### src/sspr_consts.vh
// constants for the single-slope pressure readout controller
// assumes a 125 MHz system clock and a 32-bit APB register bus
`ifndef SSPR_CONSTS_VH
`define SSPR_CONSTS_VH

// clock and timing figures in their own units
`define SSPR_CLK_MHZ 125
`define SSPR_SETTLE_US 15000
`define SSPR_STARTUP_MS 2000
`define SSPR_STRAP_SAMPLE 28'h0000010
`define SSPR_TICK_DIV 8'h40
`define SSPR_SPI_HALF 8'h08

// widths
`define SSPR_TBW 16
`define SSPR_RESW 12
`define SSPR_FRAC 12

// register byte offsets
`define SSPR_OFF_CTRL 8'h00
`define SSPR_OFF_STATUS 8'h04
`define SSPR_OFF_RESULT 8'h08
`define SSPR_OFF_ZERO 8'h0C
`define SSPR_OFF_SPAN 8'h10
`define SSPR_OFF_SPEEDMIN 8'h14
`define SSPR_OFF_REFCAP 8'h18

// reset values
`define SSPR_RST_CTRL 1'h1
`define SSPR_RST_ZERO 12'h000
`define SSPR_RST_SPAN 12'hFFF
`define SSPR_RST_SPEEDMIN 12'h010

// field positions
`define SSPR_CTRL_RUN 0

// strap codes, bit 2 = strap a, bit 0 = strap c, 1 = jumper in
`define SSPR_STRAP_SPEED0 3'h0
`define SSPR_STRAP_R100 3'h1
`define SSPR_STRAP_R30 3'h2
`define SSPR_STRAP_R15 3'h3
`define SSPR_STRAP_FULL 3'h4
`define SSPR_STRAP_ZERO 3'h5
`define SSPR_STRAP_PRESS 3'h6
`define SSPR_STRAP_SPEED1 3'h7

// operating modes after decode
`define SSPR_MODE_SPEED 3'h0
`define SSPR_MODE_PRESS 3'h1
`define SSPR_MODE_ZERO 3'h2
`define SSPR_MODE_FULL 3'h3
`define SSPR_MODE_RANGE 3'h4

// display digit patterns
`define SSPR_DISP_ZERO 12'h000
`define SSPR_DISP_FULL 12'hFFF
`define SSPR_DISP_R100 12'h100
`define SSPR_DISP_R30 12'h030
`define SSPR_DISP_R15 12'h015

`endif

### src/sspr_top.v
// single-slope pressure readout controller with APB registers
// assumes straps change only with power off and an external display driver
//
// What this block does
// - per conversion select polarity, sample counter, release discharge, await captures.
// - a comparator falling edge latches the time base into its capture.
// - time base is a free-running 16-bit up-counter.
// - three channels captured from one ramp: upper, lower, reference.
// - difference captures, swap polarity, convert again, sum and halve.
// - polarity output swaps from first switch pair to second between halves.
// - result is unsigned with at least 11 bits.
// - signal count is divided by reference count, ratiometric result.
// - strap a,b,c decode to speed, pressure, calibrations or range.
// - range codes pick 100, 30 or 15 psi and show it.
// - straps read after power-up; display held off for seconds.
// - zero calibration stores the offset and shows 000.
// - full-scale calibration stores the span and shows FFF.
// - operating display shows speed only at or above the 5 mph threshold.
// - display data go out over SPI as master.
//
// The register addresses and the APB interface to the registers were chosen for this implementation.
`timescale 1ns/10ps
`include "sspr_consts.vh"
module sspr_top #(
  parameter SETTLE_CYCLES = `SSPR_SETTLE_US * `SSPR_CLK_MHZ,
  parameter STARTUP_CYCLES = `SSPR_STARTUP_MS * 1000 * `SSPR_CLK_MHZ
) (
  input wire CLOCK_IN,
  input wire RST_N_IN,
  input wire PSEL_IN,
  input wire PENABLE_IN,
  input wire PWRITE_IN,
  input wire [7:0] PADDR_IN,
  input wire [31:0] PWDATA_IN,
  output reg [31:0] PRDATA_OUT,
  output reg PREADY_OUT,
  output reg PSLVERR_OUT,
  input wire [2:0] COMP_IN,
  input wire [2:0] STRAP_N_IN,
  output reg POLARITY_SEL_OUT,
  output reg DISCHARGE_ON_OUT,
  output reg SPI_SCK_OUT,
  output reg SPI_MOSI_OUT,
  output reg SPI_CS_N_OUT
);

localparam [27:0] SETTLE_W = SETTLE_CYCLES[27:0];
localparam [27:0] STARTUP_W = STARTUP_CYCLES[27:0];
localparam [2:0] S_IDLE = 3'h0;
localparam [2:0] S_SETTLE = 3'h1;
localparam [2:0] S_ARM = 3'h2;
localparam [2:0] S_WAIT = 3'h3;
localparam [2:0] S_DIV = 3'h4;
localparam [2:0] S_DONE = 3'h5;

////////////////////////////////////////////////////////////////////////
// straps and power-up delay

reg [2:0] strap_s1;
reg [2:0] strap_s2;
reg [2:0] strap_code;
reg [2:0] mode;
reg strap_ok;
reg show_en;
reg [27:0] boot_cnt;
reg [2:0] next_mode;

always @*
begin
  case (strap_s2)
    `SSPR_STRAP_SPEED0: next_mode = `SSPR_MODE_SPEED;
    `SSPR_STRAP_SPEED1: next_mode = `SSPR_MODE_SPEED;
    `SSPR_STRAP_FULL: next_mode = `SSPR_MODE_FULL;
    `SSPR_STRAP_ZERO: next_mode = `SSPR_MODE_ZERO;
    `SSPR_STRAP_PRESS: next_mode = `SSPR_MODE_PRESS;
    default: next_mode = `SSPR_MODE_RANGE;
  endcase
end

always @(posedge CLOCK_IN)
begin
  if (!RST_N_IN)
  begin
    strap_s1 <= 3'h0;
    strap_s2 <= 3'h0;
    strap_code <= 3'h0;
    mode <= `SSPR_MODE_SPEED;
    strap_ok <= 1'b0;
    show_en <= 1'b0;
    boot_cnt <= 28'h0000000;
  end
  else
  begin
    // jumper in pulls the pin low
    strap_s1 <= ~STRAP_N_IN;
    strap_s2 <= strap_s1;
    if (boot_cnt != STARTUP_W)
      boot_cnt <= boot_cnt + 28'h0000001;
    // straps are read once; changing them needs a fresh power-up
    if (boot_cnt == `SSPR_STRAP_SAMPLE && !strap_ok)
    begin
      strap_code <= strap_s2;
      mode <= next_mode;
      strap_ok <= 1'b1;
    end
    if (boot_cnt == STARTUP_W && strap_ok)
      show_en <= 1'b1;
  end
end

////////////////////////////////////////////////////////////////////////
// time base and captures

reg [7:0] tick_cnt;
reg [15:0] time_base;
wire [47:0] caps;
wire [2:0] cap_done;
reg arm;

always @(posedge CLOCK_IN)
begin
  if (!RST_N_IN)
  begin
    tick_cnt <= 8'h00;
    time_base <= 16'h0000;
  end
  else if (tick_cnt == `SSPR_TICK_DIV - 8'h01)
  begin
    tick_cnt <= 8'h00;
    // prescaled so a full ramp fits in one counter period
    time_base <= time_base + 16'h0001;
  end
  else
    tick_cnt <= tick_cnt + 8'h01;
end

sspr_capture #(.W(`SSPR_TBW), .N(3)) u_capture (
  .clk_in(CLOCK_IN),
  .rst_n_in(RST_N_IN),
  .arm_in(arm),
  .count_in(time_base),
  .comp_in(COMP_IN),
  .cap_out(caps),
  .done_out(cap_done)
);

////////////////////////////////////////////////////////////////////////
// conversion sequence

reg [2:0] state;
reg [27:0] settle_cnt;
reg second;
reg [15:0] base;
reg [11:0] first_res;
reg [11:0] result;
reg [15:0] ref_cap;
reg div_start;
reg meas_done;
reg run;
reg zero_done;
reg span_done;
reg [11:0] zero_cal;
reg [11:0] span_cal;
reg [11:0] speed_min;
wire [27:0] quot;
wire div_done;

// channel 0 reference, channel 1 upper amp, channel 2 lower amp
wire [15:0] r_ref = caps[15:0] - base;
wire [15:0] r_up = caps[31:16] - base;
wire [15:0] r_lo = caps[47:32] - base;
wire [16:0] diff = POLARITY_SEL_OUT ? ({1'b0, r_lo} - {1'b0, r_up}) :
                   ({1'b0, r_up} - {1'b0, r_lo});
wire [15:0] diff_pos = diff[16] ? 16'h0000 : diff[15:0];
wire [11:0] q_sat = (quot[27:12] != 16'h0000) ? 12'hFFF : quot[11:0];
wire [12:0] sum = {1'b0, first_res} + {1'b0, q_sat};
wire [11:0] avg = sum[12:1];
wire [11:0] corr = (result > zero_cal) ? result - zero_cal : 12'h000;
wire [11:0] span_new = (avg > zero_cal) ? avg - zero_cal : 12'h000;

sspr_divider #(.W(28), .DW(16)) u_divider (
  .clk_in(CLOCK_IN),
  .rst_n_in(RST_N_IN),
  .start_in(div_start),
  .dividend_in({diff_pos, 12'h000}),
  .divisor_in(r_ref),
  .quotient_out(quot),
  .done_out(div_done)
);

wire apb_wr = PSEL_IN && PENABLE_IN && PREADY_OUT && PWRITE_IN;

always @(posedge CLOCK_IN)
begin
  if (!RST_N_IN)
  begin
    state <= S_IDLE;
    settle_cnt <= 28'h0000000;
    second <= 1'b0;
    base <= 16'h0000;
    first_res <= 12'h000;
    result <= 12'h000;
    ref_cap <= 16'h0000;
    arm <= 1'b0;
    div_start <= 1'b0;
    meas_done <= 1'b0;
    zero_done <= 1'b0;
    span_done <= 1'b0;
    zero_cal <= `SSPR_RST_ZERO;
    span_cal <= `SSPR_RST_SPAN;
    POLARITY_SEL_OUT <= 1'b0;
    DISCHARGE_ON_OUT <= 1'b1;
  end
  else
  begin
    arm <= 1'b0;
    div_start <= 1'b0;
    meas_done <= 1'b0;
    // software restores calibration from nonvolatile storage here
    if (apb_wr && PADDR_IN == `SSPR_OFF_ZERO)
      zero_cal <= PWDATA_IN[11:0];
    if (apb_wr && PADDR_IN == `SSPR_OFF_SPAN)
      span_cal <= PWDATA_IN[11:0];
    case (state)
      S_IDLE:
        if (strap_ok && run)
        begin
          settle_cnt <= 28'h0000000;
          state <= S_SETTLE;
        end
      S_SETTLE:
        // switch and capacitor settle with discharge held on
        if (settle_cnt >= SETTLE_W - 28'h0000001)
          state <= S_ARM;
        else
          settle_cnt <= settle_cnt + 28'h0000001;
      S_ARM:
      begin
        base <= time_base;
        arm <= 1'b1;
        DISCHARGE_ON_OUT <= 1'b0;
        state <= S_WAIT;
      end
      S_WAIT:
        // a ramp that never trips stalls here; no timeout
        if (cap_done == 3'h7 && !arm)
        begin
          DISCHARGE_ON_OUT <= 1'b1;
          ref_cap <= r_ref;
          div_start <= 1'b1;
          state <= S_DIV;
        end
      S_DIV:
        if (div_done)
        begin
          settle_cnt <= 28'h0000000;
          if (!second)
          begin
            first_res <= q_sat;
            second <= 1'b1;
            POLARITY_SEL_OUT <= 1'b1;
            state <= S_SETTLE;
          end
          else
          begin
            result <= avg;
            second <= 1'b0;
            POLARITY_SEL_OUT <= 1'b0;
            state <= S_DONE;
          end
        end
      S_DONE:
      begin
        if (mode == `SSPR_MODE_ZERO)
        begin
          zero_cal <= result;
          zero_done <= 1'b1;
        end
        if (mode == `SSPR_MODE_FULL)
        begin
          span_cal <= span_new;
          span_done <= 1'b1;
        end
        meas_done <= 1'b1;
        settle_cnt <= 28'h0000000;
        state <= run ? S_SETTLE : S_IDLE;
      end
      default:
        state <= S_IDLE;
    endcase
  end
end

////////////////////////////////////////////////////////////////////////
// display frame and SPI master

reg [11:0] digits;
reg dp;
reg blank;
reg spi_busy;
reg [15:0] shreg;
reg [4:0] bitn;
reg [7:0] half_cnt;

always @*
begin
  dp = 1'b0;
  blank = 1'b0;
  case (mode)
    `SSPR_MODE_ZERO: digits = `SSPR_DISP_ZERO;
    `SSPR_MODE_FULL: digits = `SSPR_DISP_FULL;
    `SSPR_MODE_PRESS:
    begin
      digits = corr;
      dp = 1'b1;
    end
    `SSPR_MODE_SPEED:
    begin
      digits = corr;
      dp = 1'b1;
      blank = (corr < speed_min);
    end
    default:
      case (strap_code)
        `SSPR_STRAP_R100: digits = `SSPR_DISP_R100;
        `SSPR_STRAP_R30: digits = `SSPR_DISP_R30;
        default: digits = `SSPR_DISP_R15;
      endcase
  endcase
end

always @(posedge CLOCK_IN)
begin
  if (!RST_N_IN)
  begin
    spi_busy <= 1'b0;
    shreg <= 16'h0000;
    bitn <= 5'h00;
    half_cnt <= 8'h00;
    SPI_SCK_OUT <= 1'b0;
    SPI_MOSI_OUT <= 1'b0;
    SPI_CS_N_OUT <= 1'b1;
  end
  else if (!spi_busy)
  begin
    // a frame finishing while busy is dropped; the next one follows
    if (meas_done && show_en)
    begin
      shreg <= {dp, blank, 2'h0, digits};
      SPI_MOSI_OUT <= dp;
      SPI_CS_N_OUT <= 1'b0;
      spi_busy <= 1'b1;
      bitn <= 5'h00;
      half_cnt <= 8'h00;
    end
  end
  else if (half_cnt == `SSPR_SPI_HALF - 8'h01)
  begin
    half_cnt <= 8'h00;
    if (!SPI_SCK_OUT)
      SPI_SCK_OUT <= 1'b1;
    else
    begin
      SPI_SCK_OUT <= 1'b0;
      if (bitn == 5'h0F)
      begin
        spi_busy <= 1'b0;
        SPI_CS_N_OUT <= 1'b1;
      end
      else
      begin
        bitn <= bitn + 5'h01;
        shreg <= {shreg[14:0], 1'b0};
        SPI_MOSI_OUT <= shreg[14];
      end
    end
  end
  else
    half_cnt <= half_cnt + 8'h01;
end

////////////////////////////////////////////////////////////////////////
// APB slave, zero wait in access phase

reg [31:0] next_prdata;
reg next_err;

always @*
begin
  next_err = 1'b0;
  case (PADDR_IN)
    `SSPR_OFF_CTRL: next_prdata = {31'h0, run};
    `SSPR_OFF_STATUS:
      next_prdata = {21'h0, state, POLARITY_SEL_OUT, span_done, zero_done,
                     show_en, strap_ok, mode};
    `SSPR_OFF_RESULT: next_prdata = {20'h0, result};
    `SSPR_OFF_ZERO: next_prdata = {20'h0, zero_cal};
    `SSPR_OFF_SPAN: next_prdata = {20'h0, span_cal};
    `SSPR_OFF_SPEEDMIN: next_prdata = {20'h0, speed_min};
    `SSPR_OFF_REFCAP: next_prdata = {16'h0, ref_cap};
    default:
    begin
      next_prdata = 32'h00000000;
      next_err = 1'b1;
    end
  endcase
end

always @(posedge CLOCK_IN)
begin
  if (!RST_N_IN)
  begin
    PRDATA_OUT <= 32'h00000000;
    PREADY_OUT <= 1'b0;
    PSLVERR_OUT <= 1'b0;
    run <= `SSPR_RST_CTRL;
    speed_min <= `SSPR_RST_SPEEDMIN;
  end
  else
  begin
    PREADY_OUT <= PSEL_IN && !PENABLE_IN;
    PSLVERR_OUT <= PSEL_IN && !PENABLE_IN && next_err;
    if (PSEL_IN && !PENABLE_IN)
      PRDATA_OUT <= PWRITE_IN ? 32'h00000000 : next_prdata;
    if (apb_wr && PADDR_IN == `SSPR_OFF_CTRL)
      run <= PWDATA_IN[`SSPR_CTRL_RUN];
    if (apb_wr && PADDR_IN == `SSPR_OFF_SPEEDMIN)
      speed_min <= PWDATA_IN[11:0];
  end
end

endmodule

### src/sspr_capture.v
// three-channel input capture of the free-running time base
// assumes comparator levels arrive asynchronously from the analog side
`timescale 1ns/10ps
module sspr_capture #(
  parameter W = 16,
  parameter N = 3
) (
  input wire clk_in,
  input wire rst_n_in,
  input wire arm_in,
  input wire [W-1:0] count_in,
  input wire [N-1:0] comp_in,
  output wire [N*W-1:0] cap_out,
  output wire [N-1:0] done_out
);

genvar i;
generate
  for (i = 0; i < N; i = i + 1)
  begin : chan
    reg sync1;
    reg sync2;
    reg sync3;
    reg done;
    reg [W-1:0] cap;
    always @(posedge clk_in)
    begin
      if (!rst_n_in)
      begin
        sync1 <= 1'b0;
        sync2 <= 1'b0;
        sync3 <= 1'b0;
        done <= 1'b0;
        cap <= {W{1'b0}};
      end
      else
      begin
        sync1 <= comp_in[i];
        sync2 <= sync1;
        sync3 <= sync2;
        if (arm_in)
          done <= 1'b0;
        else if (sync3 && !sync2 && !done)
        begin
          // latch the time base at the falling edge
          cap <= count_in;
          done <= 1'b1;
        end
      end
    end
    assign cap_out[i*W +: W] = cap;
    assign done_out[i] = done;
  end
endgenerate

endmodule

### src/sspr_divider.v
// restoring divider, one quotient bit per clock
// assumes start is a one-cycle pulse issued while not busy
`timescale 1ns/10ps
module sspr_divider #(
  parameter W = 28,
  parameter DW = 16
) (
  input wire clk_in,
  input wire rst_n_in,
  input wire start_in,
  input wire [W-1:0] dividend_in,
  input wire [DW-1:0] divisor_in,
  output reg [W-1:0] quotient_out,
  output reg done_out
);

reg [W-1:0] num;
reg [DW:0] rem;
reg [DW-1:0] den;
reg [5:0] left;
reg busy;
wire [DW:0] trial = {rem[DW-1:0], num[W-1]};
wire [DW:0] diff = trial - {1'b0, den};

always @(posedge clk_in)
begin
  if (!rst_n_in)
  begin
    num <= {W{1'b0}};
    rem <= {(DW+1){1'b0}};
    den <= {DW{1'b0}};
    left <= 6'h00;
    busy <= 1'b0;
    quotient_out <= {W{1'b0}};
    done_out <= 1'b0;
  end
  else
  begin
    done_out <= 1'b0;
    if (start_in && !busy)
    begin
      num <= dividend_in;
      den <= divisor_in;
      rem <= {(DW+1){1'b0}};
      left <= W[5:0];
      busy <= 1'b1;
    end
    else if (busy)
    begin
      // zero divisor yields ones in the upper 16 quotient bits, which the caller saturates
      if (!diff[DW])
      begin
        rem <= diff;
        num <= {num[W-2:0], 1'b1};
      end
      else
      begin
        rem <= trial;
        num <= {num[W-2:0], 1'b0};
      end
      left <= left - 6'h01;
      if (left == 6'h01)
      begin
        busy <= 1'b0;
        done_out <= 1'b1;
        quotient_out <= !diff[DW] ? {num[W-2:0], 1'b1} : {num[W-2:0], 1'b0};
      end
    end
  end
end

endmodule

### config.mk
export PLATFORM = sky130hd
export DESIGN_NAME = sspr_top
export DESIGN_NICKNAME = d
export VERILOG_FILES = /design/src/sspr_top.v /design/src/sspr_capture.v /design/src/sspr_divider.v
export VERILOG_INCLUDE_DIRS = /design/src
export SDC_FILE = /design/constraint.sdc
export NUM_CORES = 1
export LEC_CHECK = 0
export BUFFER_PORTS_ARGS = -buffer_cell sky130_fd_sc_hd__clkbuf_2
export CORE_MARGIN = 8
export CORE_UTILIZATION = 61
export DETAILED_ROUTE_END_ITERATION = 12
export MAX_ROUTING_LAYER = met4
export PLACE_DENSITY = 0.79
export SYNTH_ARGS = -nofsm -noshare
export SYNTH_HDL_FRONTEND = slang
export SYNTH_SLANG_ARGS = --single-unit
### constraint.sdc
create_clock -name CLOCK_IN -period 11.45 [get_ports CLOCK_IN]
set_input_delay 1.145 -clock CLOCK_IN [delete_from_list [all_inputs] [get_ports CLOCK_IN]]
set_output_delay 1.145 -clock CLOCK_IN [all_outputs]
set_load 0.05 [all_outputs]
**Word-level counts from Yosys, hierarchy flattened**

Cells that the tools add are included.

- Word-level logic and storage cells: 262
- Memories: 0
- Register bits: 419
- Output and inout port bits: 39
- Bits of input ports: 51
- Bits in read-only memories: 0
- Bits in writable memories: 0
- Latch bits: 0

- Shift operators: 0
- Multipliers: 0
- Magnitude comparators: 4
- Mux-type cells: 75
- Reductions and logical operators: 64
- Div/mod/pow operators: 0
- Eq/ne operators: 37
- Add/subtract/negate cells: 16
- Bitwise operators: 6

Operator list:

| operator | count |
|---|---|
| $mux W28 | 5 |
| $pmux W16 S7 | 1 |
| $pmux W28 S4 | 1 |
| $mux W12 | 9 |
| $mux W15 | 5 |
| $add A28 B1 Y28 const B | 2 |
| $sub A16 B16 Y16 | 3 |
| $pmux W12 S3 | 1 |
| $mux W5 | 7 |
| $sub A16 B16 Y17 | 2 |
| $mux W16 | 2 |
| $mux W32 | 1 |
| $mux W1 | 30 |
| $eq A28 B28 Y1 const B | 1 |
| $eq A28 B5 Y1 const B | 1 |
| $ge A28 B21 Y1 const B | 1 |
| $ne A28 B28 Y1 const B | 1 |
| $eq A8 B5 Y1 const B | 3 |
| $gt A12 B12 Y1 | 2 |
| $mux W8 | 3 |
| $sub A12 B12 Y12 | 2 |
| $eq A3 B3 Y1 const B | 7 |
| $logic_and A1 B1 Y1 | 21 |
| $reduce_and A2 Y1 | 10 |
| other kinds (35) | 81 |

**Logic depth before layout (Yosys ltp)**

Gate-level depths: netlist (run 1).

- Depth after elaboration: 7
- Mapped depth: 22

**Hierarchy**

From an unflattened synthesis (run 1), not the netlist that was laid out.

- Cell total of the unflattened synthesis: 2844
- Area, all modules: 23349.9 µm²

By module, submodules not included:

| module | seq. area each (µm²) | cells an instance | area each (µm²) | instances |
|---|---|---|---|---|
| sspr_top | 4944.7 | 2029 | 16370.7 | 1 |
| sspr_divider | 1921.8 | 604 | 4793.3 | 1 |
| sspr_capture | 1201.2 | 211 | 2185.8 | 1 |

**Worst setup path before layout (run 1)**

No wires, ideal clock.

- Path type: register to register
- Start: register u_divider.quotient_out[20]
- End: register span_cal[10]
- Cell stages (with the launch flop): 19
- Data arrival time: 4.327 ns
- Path slack: 6.979 ns
- Library setup time: 0.144 ns
- Buffers on the path: 2
- Period minus slack after synthesis: 4.471 ns
- Path through: dfxtp_1 nor4_1 nand4_1 clkbuf_1 or2_2 ha_1 and3_1 a211oi_1 o21ai_0 xnor2_1 ha_1 or2_2 nand2_1 a21oi_1 o41ai_1 o21ai_0 o311ai_0 clkbuf_1 o221ai_1

- Cells in the longest elaborated chain, start to end: 7
- Elaborated cells on any way between the ends: 8

RTL lines:

| element | RTL line | RTL |
|---|---|---|
| start, declared | sspr_divider.v:13 | `output reg [W-1:0] quotient_out,` |
| start signal, assigned | sspr_divider.v:34 | `quotient_out <= {W{1'b0}};` |
| start signal, assigned | sspr_divider.v:66 | `quotient_out <= !diff[DW] ? {num[W-2:0], 1'b1} : {num[W-2:0], 1'b0};` |
| $reduce_bool A16 Y1 (*) | sspr_top.v:175 | `wire [11:0] q_sat = (quot[27:12] != 16'h0000) ? 12'hFFF : quot[11:0];` |
| $mux W12 (*) | sspr_top.v:175 |  |
| net q_sat[2] | sspr_top.v:175 |  |
| $add A12 B12 Y13 (*) | sspr_top.v:176 | `wire [12:0] sum = {1'b0, first_res} + {1'b0, q_sat};` |
| net sum[5] | sspr_top.v:176 |  |
| $sub A12 B12 Y12 / $gt A12 B12 Y1 (equally long branches) | sspr_top.v:179 | `wire [11:0] span_new = (avg > zero_cal) ? avg - zero_cal : 12'h000;` |
| $mux W12 (*) | sspr_top.v:179 |  |
| $mux W12 (*) | sspr_top.v:279 | `` if (mode == `SSPR_MODE_FULL) `` |
| $mux W12 (*) | sspr_top.v:224 | `case (state)` |
| end signal, assigned | sspr_top.v:210 | `` span_cal <= `SSPR_RST_SPAN; `` |
| end signal, assigned | sspr_top.v:223 | `span_cal <= PWDATA_IN[11:0];` |
| end signal, assigned | sspr_top.v:281 | `span_cal <= span_new;` |
| end, declared | sspr_top.v:163 | `reg [11:0] span_cal;` |

The timed path passes the listed nets; every way through them passes the cells marked *.
A chain may end at the register's enable or synchronous reset.

**Worst setup path after layout (run 1)**

- Start: register u_divider.quotient_out[24]
- End: register span_cal[0]

- Cells in the longest elaborated chain, start to end: 7
- Elaborated cells on any way between the ends: 8

RTL lines:

| element | RTL line |
|---|---|
| $reduce_bool A16 Y1 | sspr_top.v:175 |
| $mux W12 | sspr_top.v:175 |
| net q_sat[2] | sspr_top.v:175 |
| $add A12 B12 Y13 | sspr_top.v:176 |
| net sum[5] | sspr_top.v:176 |
| $gt A12 B12 Y1 | sspr_top.v:179 |
| $mux W12 | sspr_top.v:179 |
| $mux W12 | sspr_top.v:279 |
| $mux W12 | sspr_top.v:224 |

The timed path passes the listed nets, and every way through them passes these cells.

==> run summary, run 1 <==
Fin. max-slew vios: 0
H-tree levels: 2
Final TNS setup: 0 ns
Startpoint Class: flop
Ys async rst share: 0%
Die area: 43,400 sq um
RePlAce Congestion: 0.950
Power density over the cells: 120 nW/um^2
Routed wire length: 57.3 mm
Vias in the first global route: 19,088
Multi-input gate area: 13,400 sq um
Layout Skew: 0.0127 ns
Distinct cells, synth: 80
Hold violation count in the final report: 0
Post-DP HPWL: 41.4 mm
ANT nets after route: 0
Layout cells sized above 1: 7.44%
Reg2reg start: u_divider.quotient_out[24]
Clk root buf: clkbuf_16
Post-layout util: 67.0%
Fin crit share: 48.6%
Ant diodes: 0
Period minus WS final: 5.56 ns
CTS Buffer Depth: 3
Placed Instances: 3,184
Most common cell after layout, fill and taps aside: dfxtp_1
Number of synthesized register bits: 403
# clock sinks: 403
Area growth syn-to-layout: 8.55%
Synth Area per Inst: 8.13 sq um
R2R setup slack: 5.89 ns
Hold Path Sink: u_capture.chan[1].sync2
Worst vdd ir: 0.110 mV
Hold Crit Start: u_capture.chan[1].sync1
Vias post-DR: 19,806
Via density: 6.07
Setup CP Type: reg2reg
Yosys warns: 0
Clock transition at path regs: 0.06 ns
Area of the mapped netlist: 22,500 sq um
Hold depth: 1
Static leakage: 9.65 nW
Drt pass-1 iters: 6
Nets: 2,970
Most frequent cells in the layout: dfxtp_1 (402), nand2_1 (329), nor2_1 (304)
Cells after Synth: 2,774
Worst-path fanout max: 13
Setup crit end kind: flop
DIE HEIGHT: 208 um
CTS Hold Bufs: 0
Max-cap violations: 0
Initial core utilization: 61.7%
Violation count after the first detailed-route iteration: 1,481
RSZ-0062 raised after global routing: no
Top_reg_cell synth: dfxtp_1
Port Buf Inserts: 53
EDFF count, synth: 0
Remaining DRCs: 0
Status: complete, no violations
Routed WL per cell: 17.5 um
# fillers: 3,044
Seq/Total Area, Yosys: 35.8%
WHS: 0.433 ns
Core area: 36,500 sq um
Area of placed instances: 23,000 sq um
Setup violators final: 0
Seq. cell area: 8070 sq um
GRT Total Usage: 26.4%
R2R Path End: span_cal[0]
Post-CTS resize count: 0
Final instance area: 24,500 sq um
Final Power: 2.93 mW
Worst hold-check path type: reg2reg
WP data required: 11.85 ns
Rows: 70
Worst path arrival time: 5.97 ns
Post-route setup slack: 5.89 ns
Non-Filler Instances: 3,264
Largest net degree at the start of global routing: 124
First-pass GRT wire length: 94.3 mm
Postcts setup bufs: 0
F_max: 180 MHz
CTS tree: done
GRT overflow: 0
I/O pin cnt: 90
Slew HR: 9.78%
Clk_lat worst skew: 0.58 ns
Worst slew pin tran: 1.34 ns
Pre-CTS setup slack: 6.00 ns
CTS buffer count: 44
Die X: 208 um
FF-to-FF path depth: 17
Initial antenna violation count: 0
## per-layer routing
layer,wire (um),up-vias,GRT usage (%)
li1,-,9640,-
met1,24000,9415,31.0
met2,27600,590,44.9
met3,3510,161,3.98
met4,2150,0,11.0
met5,0,-,-
## area by class of cell
class | instances | area share [%]
clock inverters | 26 | 1.07
clock buffers | 54 | 5.02
repair buffers | 69 | 1.57
well taps | 468 | 2.39
inverters | 139 | 2.16
multi-input cells | 2105 | 54.8
flip-flops and latches | 403 | 33.0
## worst max-delay path by stage
stage	start	depth (start not counted)	to
3_3_place_gp	u_divider.quotient_out[24]	17	span_cal[10]
4_1_cts	u_divider.quotient_out[24]	17	span_cal[0]
2_1_floorplan	u_divider.quotient_out[20]	18	span_cal[10]
5_1_grt	u_divider.quotient_out[24]	17	span_cal[9]
6_report	u_divider.quotient_out[24]	17	span_cal[0]
3_5_place_dp	u_divider.quotient_out[24]	17	span_cal[0]
## worst max-delay path: stages, from the launching register on
cell      delay, ns
dfxtp_1        0.31
nor4_1         0.40
nand4_1        0.57
or2_2          0.52
ha_1           0.35
and3_1         0.21
a211oi_1       0.50
o21ai_0        0.21
xnor2_1        0.26
ha_1           0.32
or2_2          0.31
nand2_1        0.07
a21oi_1        0.06
o41ai_1        0.60
o21ai_0        0.19
o311ai_1       0.12
buf_4          0.24
o221ai_1       0.14
## sequential cells by signal, summed over array words and instances, names as in the netlist, 8 cells and up
register,count
ref_cap,16
first_res,12
tick_cnt,8
speed_min,12
boot_cnt,28
u_divider.num,28
u_divider.den,16
u_divider.quotient_out,28
PRDATA_OUT,16
settle_cnt,28
u_divider.rem,16
base,16
zero_cal,12
result,12
span_cal,12
shreg,15
half_cnt,8
time_base,16
u_capture.chan.cap,48
## Yosys cell counts, types with 6 or more instances
cell        n  area share [%]
dfxtp_1   403              36
nand2_1   329             5.5
nor2_1    304             5.1
a21oi_1   284             6.3
ha_1      148             8.2
inv_1     138             2.3
clkbuf_1  106             1.8
mux2i_1    88             3.9
xnor2_1    88             3.4
o21ai_0    85             1.9
xor2_1     76             3.0
nor3_1     66             1.5
nand3_1    63             1.4
a211oi_1   37             1.2
a21o_1     36             1.2
and3_1     33            0.92
or3_1      30            0.83
and2_1     29            0.80
nor2b_1    28            0.78
a22oi_1    23            0.77
nand2b_1   22            0.61
nand4_1    22            0.61
or2_2      22            0.61
a22o_1     17            0.66
buf_4      17            0.57
mux2_2     17            0.85
a221oi_1   15            0.58
nand3b_1   15            0.50
nor4_1     15            0.42
nor3b_1    14            0.47
o211ai_1   14            0.47
buf_1      13            0.22
o221ai_1   13            0.51
a31oi_1    12            0.33
o31ai_1    12            0.40
o21a_1     10            0.33
o21bai_1   10            0.33
fa_1        9            0.80
o21ai_1     8            0.18
o22ai_1     8            0.22
o211a_1     7            0.31
or4_1       7            0.23
nor4_2      6            0.33
## power breakdown
part           internal (mW)  switching (mW)
Sequential              1.41         0.00356
Clock                  0.840           0.608
Combinational         0.0146          0.0556
## cells by family (layout without fill, tap and decap cells)
family / count (synthesis) / in the layout / synth area share (%)
and+or+nand+nor: 1023 / 1023 / 21.2
AOI/OAI and AO/OA: 639 / 639 / 17.7
DFF: 403 / 403 / 35.8
buffers and inverters: 281 / 288 / 5.02
xor gates and xnor gates: 164 / 164 / 6.37
adders and majority gates: 157 / 157 / 9.01
muxes: 106 / 106 / 4.86
other: 1 / 16 / 0.0166
Note: power is estimated with default switching activity, not from simulation.
==> inputs of run 2 (changes only) <==
==> constraint.sdc (replaced) <==
create_clock -name CLOCK_IN -period 5.51 [get_ports CLOCK_IN]
set_input_delay 0.551 -clock CLOCK_IN [delete_from_list [all_inputs] [get_ports CLOCK_IN]]
set_output_delay 0.551 -clock CLOCK_IN [all_outputs]
set_load 0.05 [all_outputs]
==> run summary, run 2 (synthesis gave the netlist of run 1 again) <==
Status: complete, no violations
Most Frequent Cell on Critical Path: a21o_1
WHS: 0.125 ns
Fin. max-slew vios: 0
Setup crit end kind: flop
Power density over the cells: 247 nW/um^2
FF-to-FF path depth: 20
Pint: 4.69 mW
Critical-path top delay cell: fa_1
Vias in the first global route: 18,903
First-pass GRT wire length: 93.0 mm
Worst slew pin tran: 1.26 ns
Drt pass-1 iters: 6
Hold depth: 2
Worst-path fanout max: 12
Remaining DRCs: 0
Layout Skew: 0.0184 ns
Max-cap violations: 0
Startpoint Class: flop
Most common cell after layout, fill and taps aside: dfxtp_1
Worst hold-check path type: in2reg
CP Cell Sequence: nor4_1 > nand4_1 > buf_4 > or2_2 > fa_1 > a21o_1 > a21o_1 > a21oi_1 > nor2_1 > o2111ai_1 > and2_1 > xnor2_1 > ha_1 > a21o_1 > a21o_1 > a21oi_1 > o21ai_0 > o311ai_1 > buf_4 > o221ai_1
RSZ-0062 raised after global routing: no
Post-DP HPWL: 41.5 mm
Initial antenna violation count: 0
Most frequent cells in the layout: dfxtp_1 (402), nand2_1 (329), nor2_1 (304)
WP data required: 5.92 ns
Worst vdd ir: 0.198 mV
Hold violation count in the final report: 0
CTS buffer count: 43
Clock transition at path regs: 0.06 ns
CP peak stage delay: 0.44 ns
Combinational power share: 2.4%
Sw Pwr: 1.36 mW
Layout cells sized above 1: 7.36%
Largest reg by FF count: u_capture.chan.cap
Clk pwr share: 49.1%
CTS Hold Bufs: 0
Clk_lat worst skew: 0.58 ns
CTS Buffer Depth: 3
Final TNS setup: 0 ns
Max reg flops: 48
I/O pin cnt: 90
Post-CTS resize count: 0
Nets: 2,973
Largest net degree at the start of global routing: 101
H-tree levels: 2
Violation count after the first detailed-route iteration: 1,385
Port Buf Inserts: 53
Slew HR: 15.4%
Core area: 36,500 sq um
Switching Share: 22.5%
GRT Total Usage: 26.1%
Via density: 6.00
Period minus WS final: 4.98 ns
# clock sinks: 403
Fraction of power consumed by sequential logic: 48.5%
GRT overflow: 0
Vias post-DR: 19,625
Clk root buf: clkbuf_16
ANT nets after route: 0
CTS tree: done
Postcts setup bufs: 0
Worst path arrival time: 5.38 ns
Routed wire length: 56.4 mm
Initial core utilization: 61.7%
Die area: 43,400 sq um
RePlAce Congestion: 0.921
Fin crit share: 90.3%
Static leakage: 9.65 nW
DIE HEIGHT: 208 um
Area growth syn-to-layout: 8.59%
Setup violators final: 0
Setup CP Type: reg2reg
Post-layout util: 67.0%
Die X: 208 um
Routed WL per cell: 17.2 um
F_max: 201 MHz
Rows: 70
run 2: power groups by stage:
stage	Clock [mW]	Combinational (mW)	Sequential (mW)
after floorplan	0	0.110	3.00
after global placement	0	0.142	2.99
after detailed placement	0	0.143	2.99
after CTS	3.02	0.144	2.93
after global routing	3.14	0.156	2.93
final	2.97	0.145	2.93
run 2: per-stage QoR:
stage               instances  total power, mW  cell area (sq um)  setup WS (ns)
finish                   3269             6.05              24500          0.534
CTS                      3268             6.09              24500          0.622
global placement         3188             3.14              23000          0.707
detailed placement       3188             3.14              23000          0.659
global route             3268             6.22              24500          0.281
floorplan                2789             3.10              22600           1.04
run 2: path summary, 6_finish.rpt:
kind	from	end	slack [ns]
worst max-delay path	u_divider.quotient_out[24]	span_cal[1]	0.53
worst min-delay path	STRAP_N_IN[0]	strap_s1[0]	0.13
worst max register to register	u_divider.quotient_out[24]	span_cal[1]	0.53
worst min register to register	u_capture.chan[2].sync1	u_capture.chan[2].sync2	0.44
run 2: final cells by class:
type	count	area, sq um
Antenna cell	1	2.50
Clock buffer	59	1240
Clock inverter	21	228
Fill cell	2986	12000
Inverter	139	529
Multi-Input combinational cell	2105	13400
Sequential cell	403	8070
Tap cell	468	586
Timing Repair Buffer	73	415
run 2: metal layers:
layer / up-vias / track usage, % / routed length [um]
met5: - / - / 0
met4: 0 / 9.35 / 1690
met3: 109 / 3.88 / 3020
met2: 529 / 44.5 / 27200
met1: 9347 / 31.1 / 24400
li1: 9640 / - / -
run 2: critical path, delay by kind of cell (launching register included):
kind | cells | cell delay (ns)
AOI/OAI and AO/OA | 10 | 1.75
xor gates and xnor gates | 1 | 0.14
adders and majority gates | 2 | 0.76
buffers and inverters | 2 | 0.56
DFF | 1 | 0.31
and+or+nand+nor | 5 | 1.28
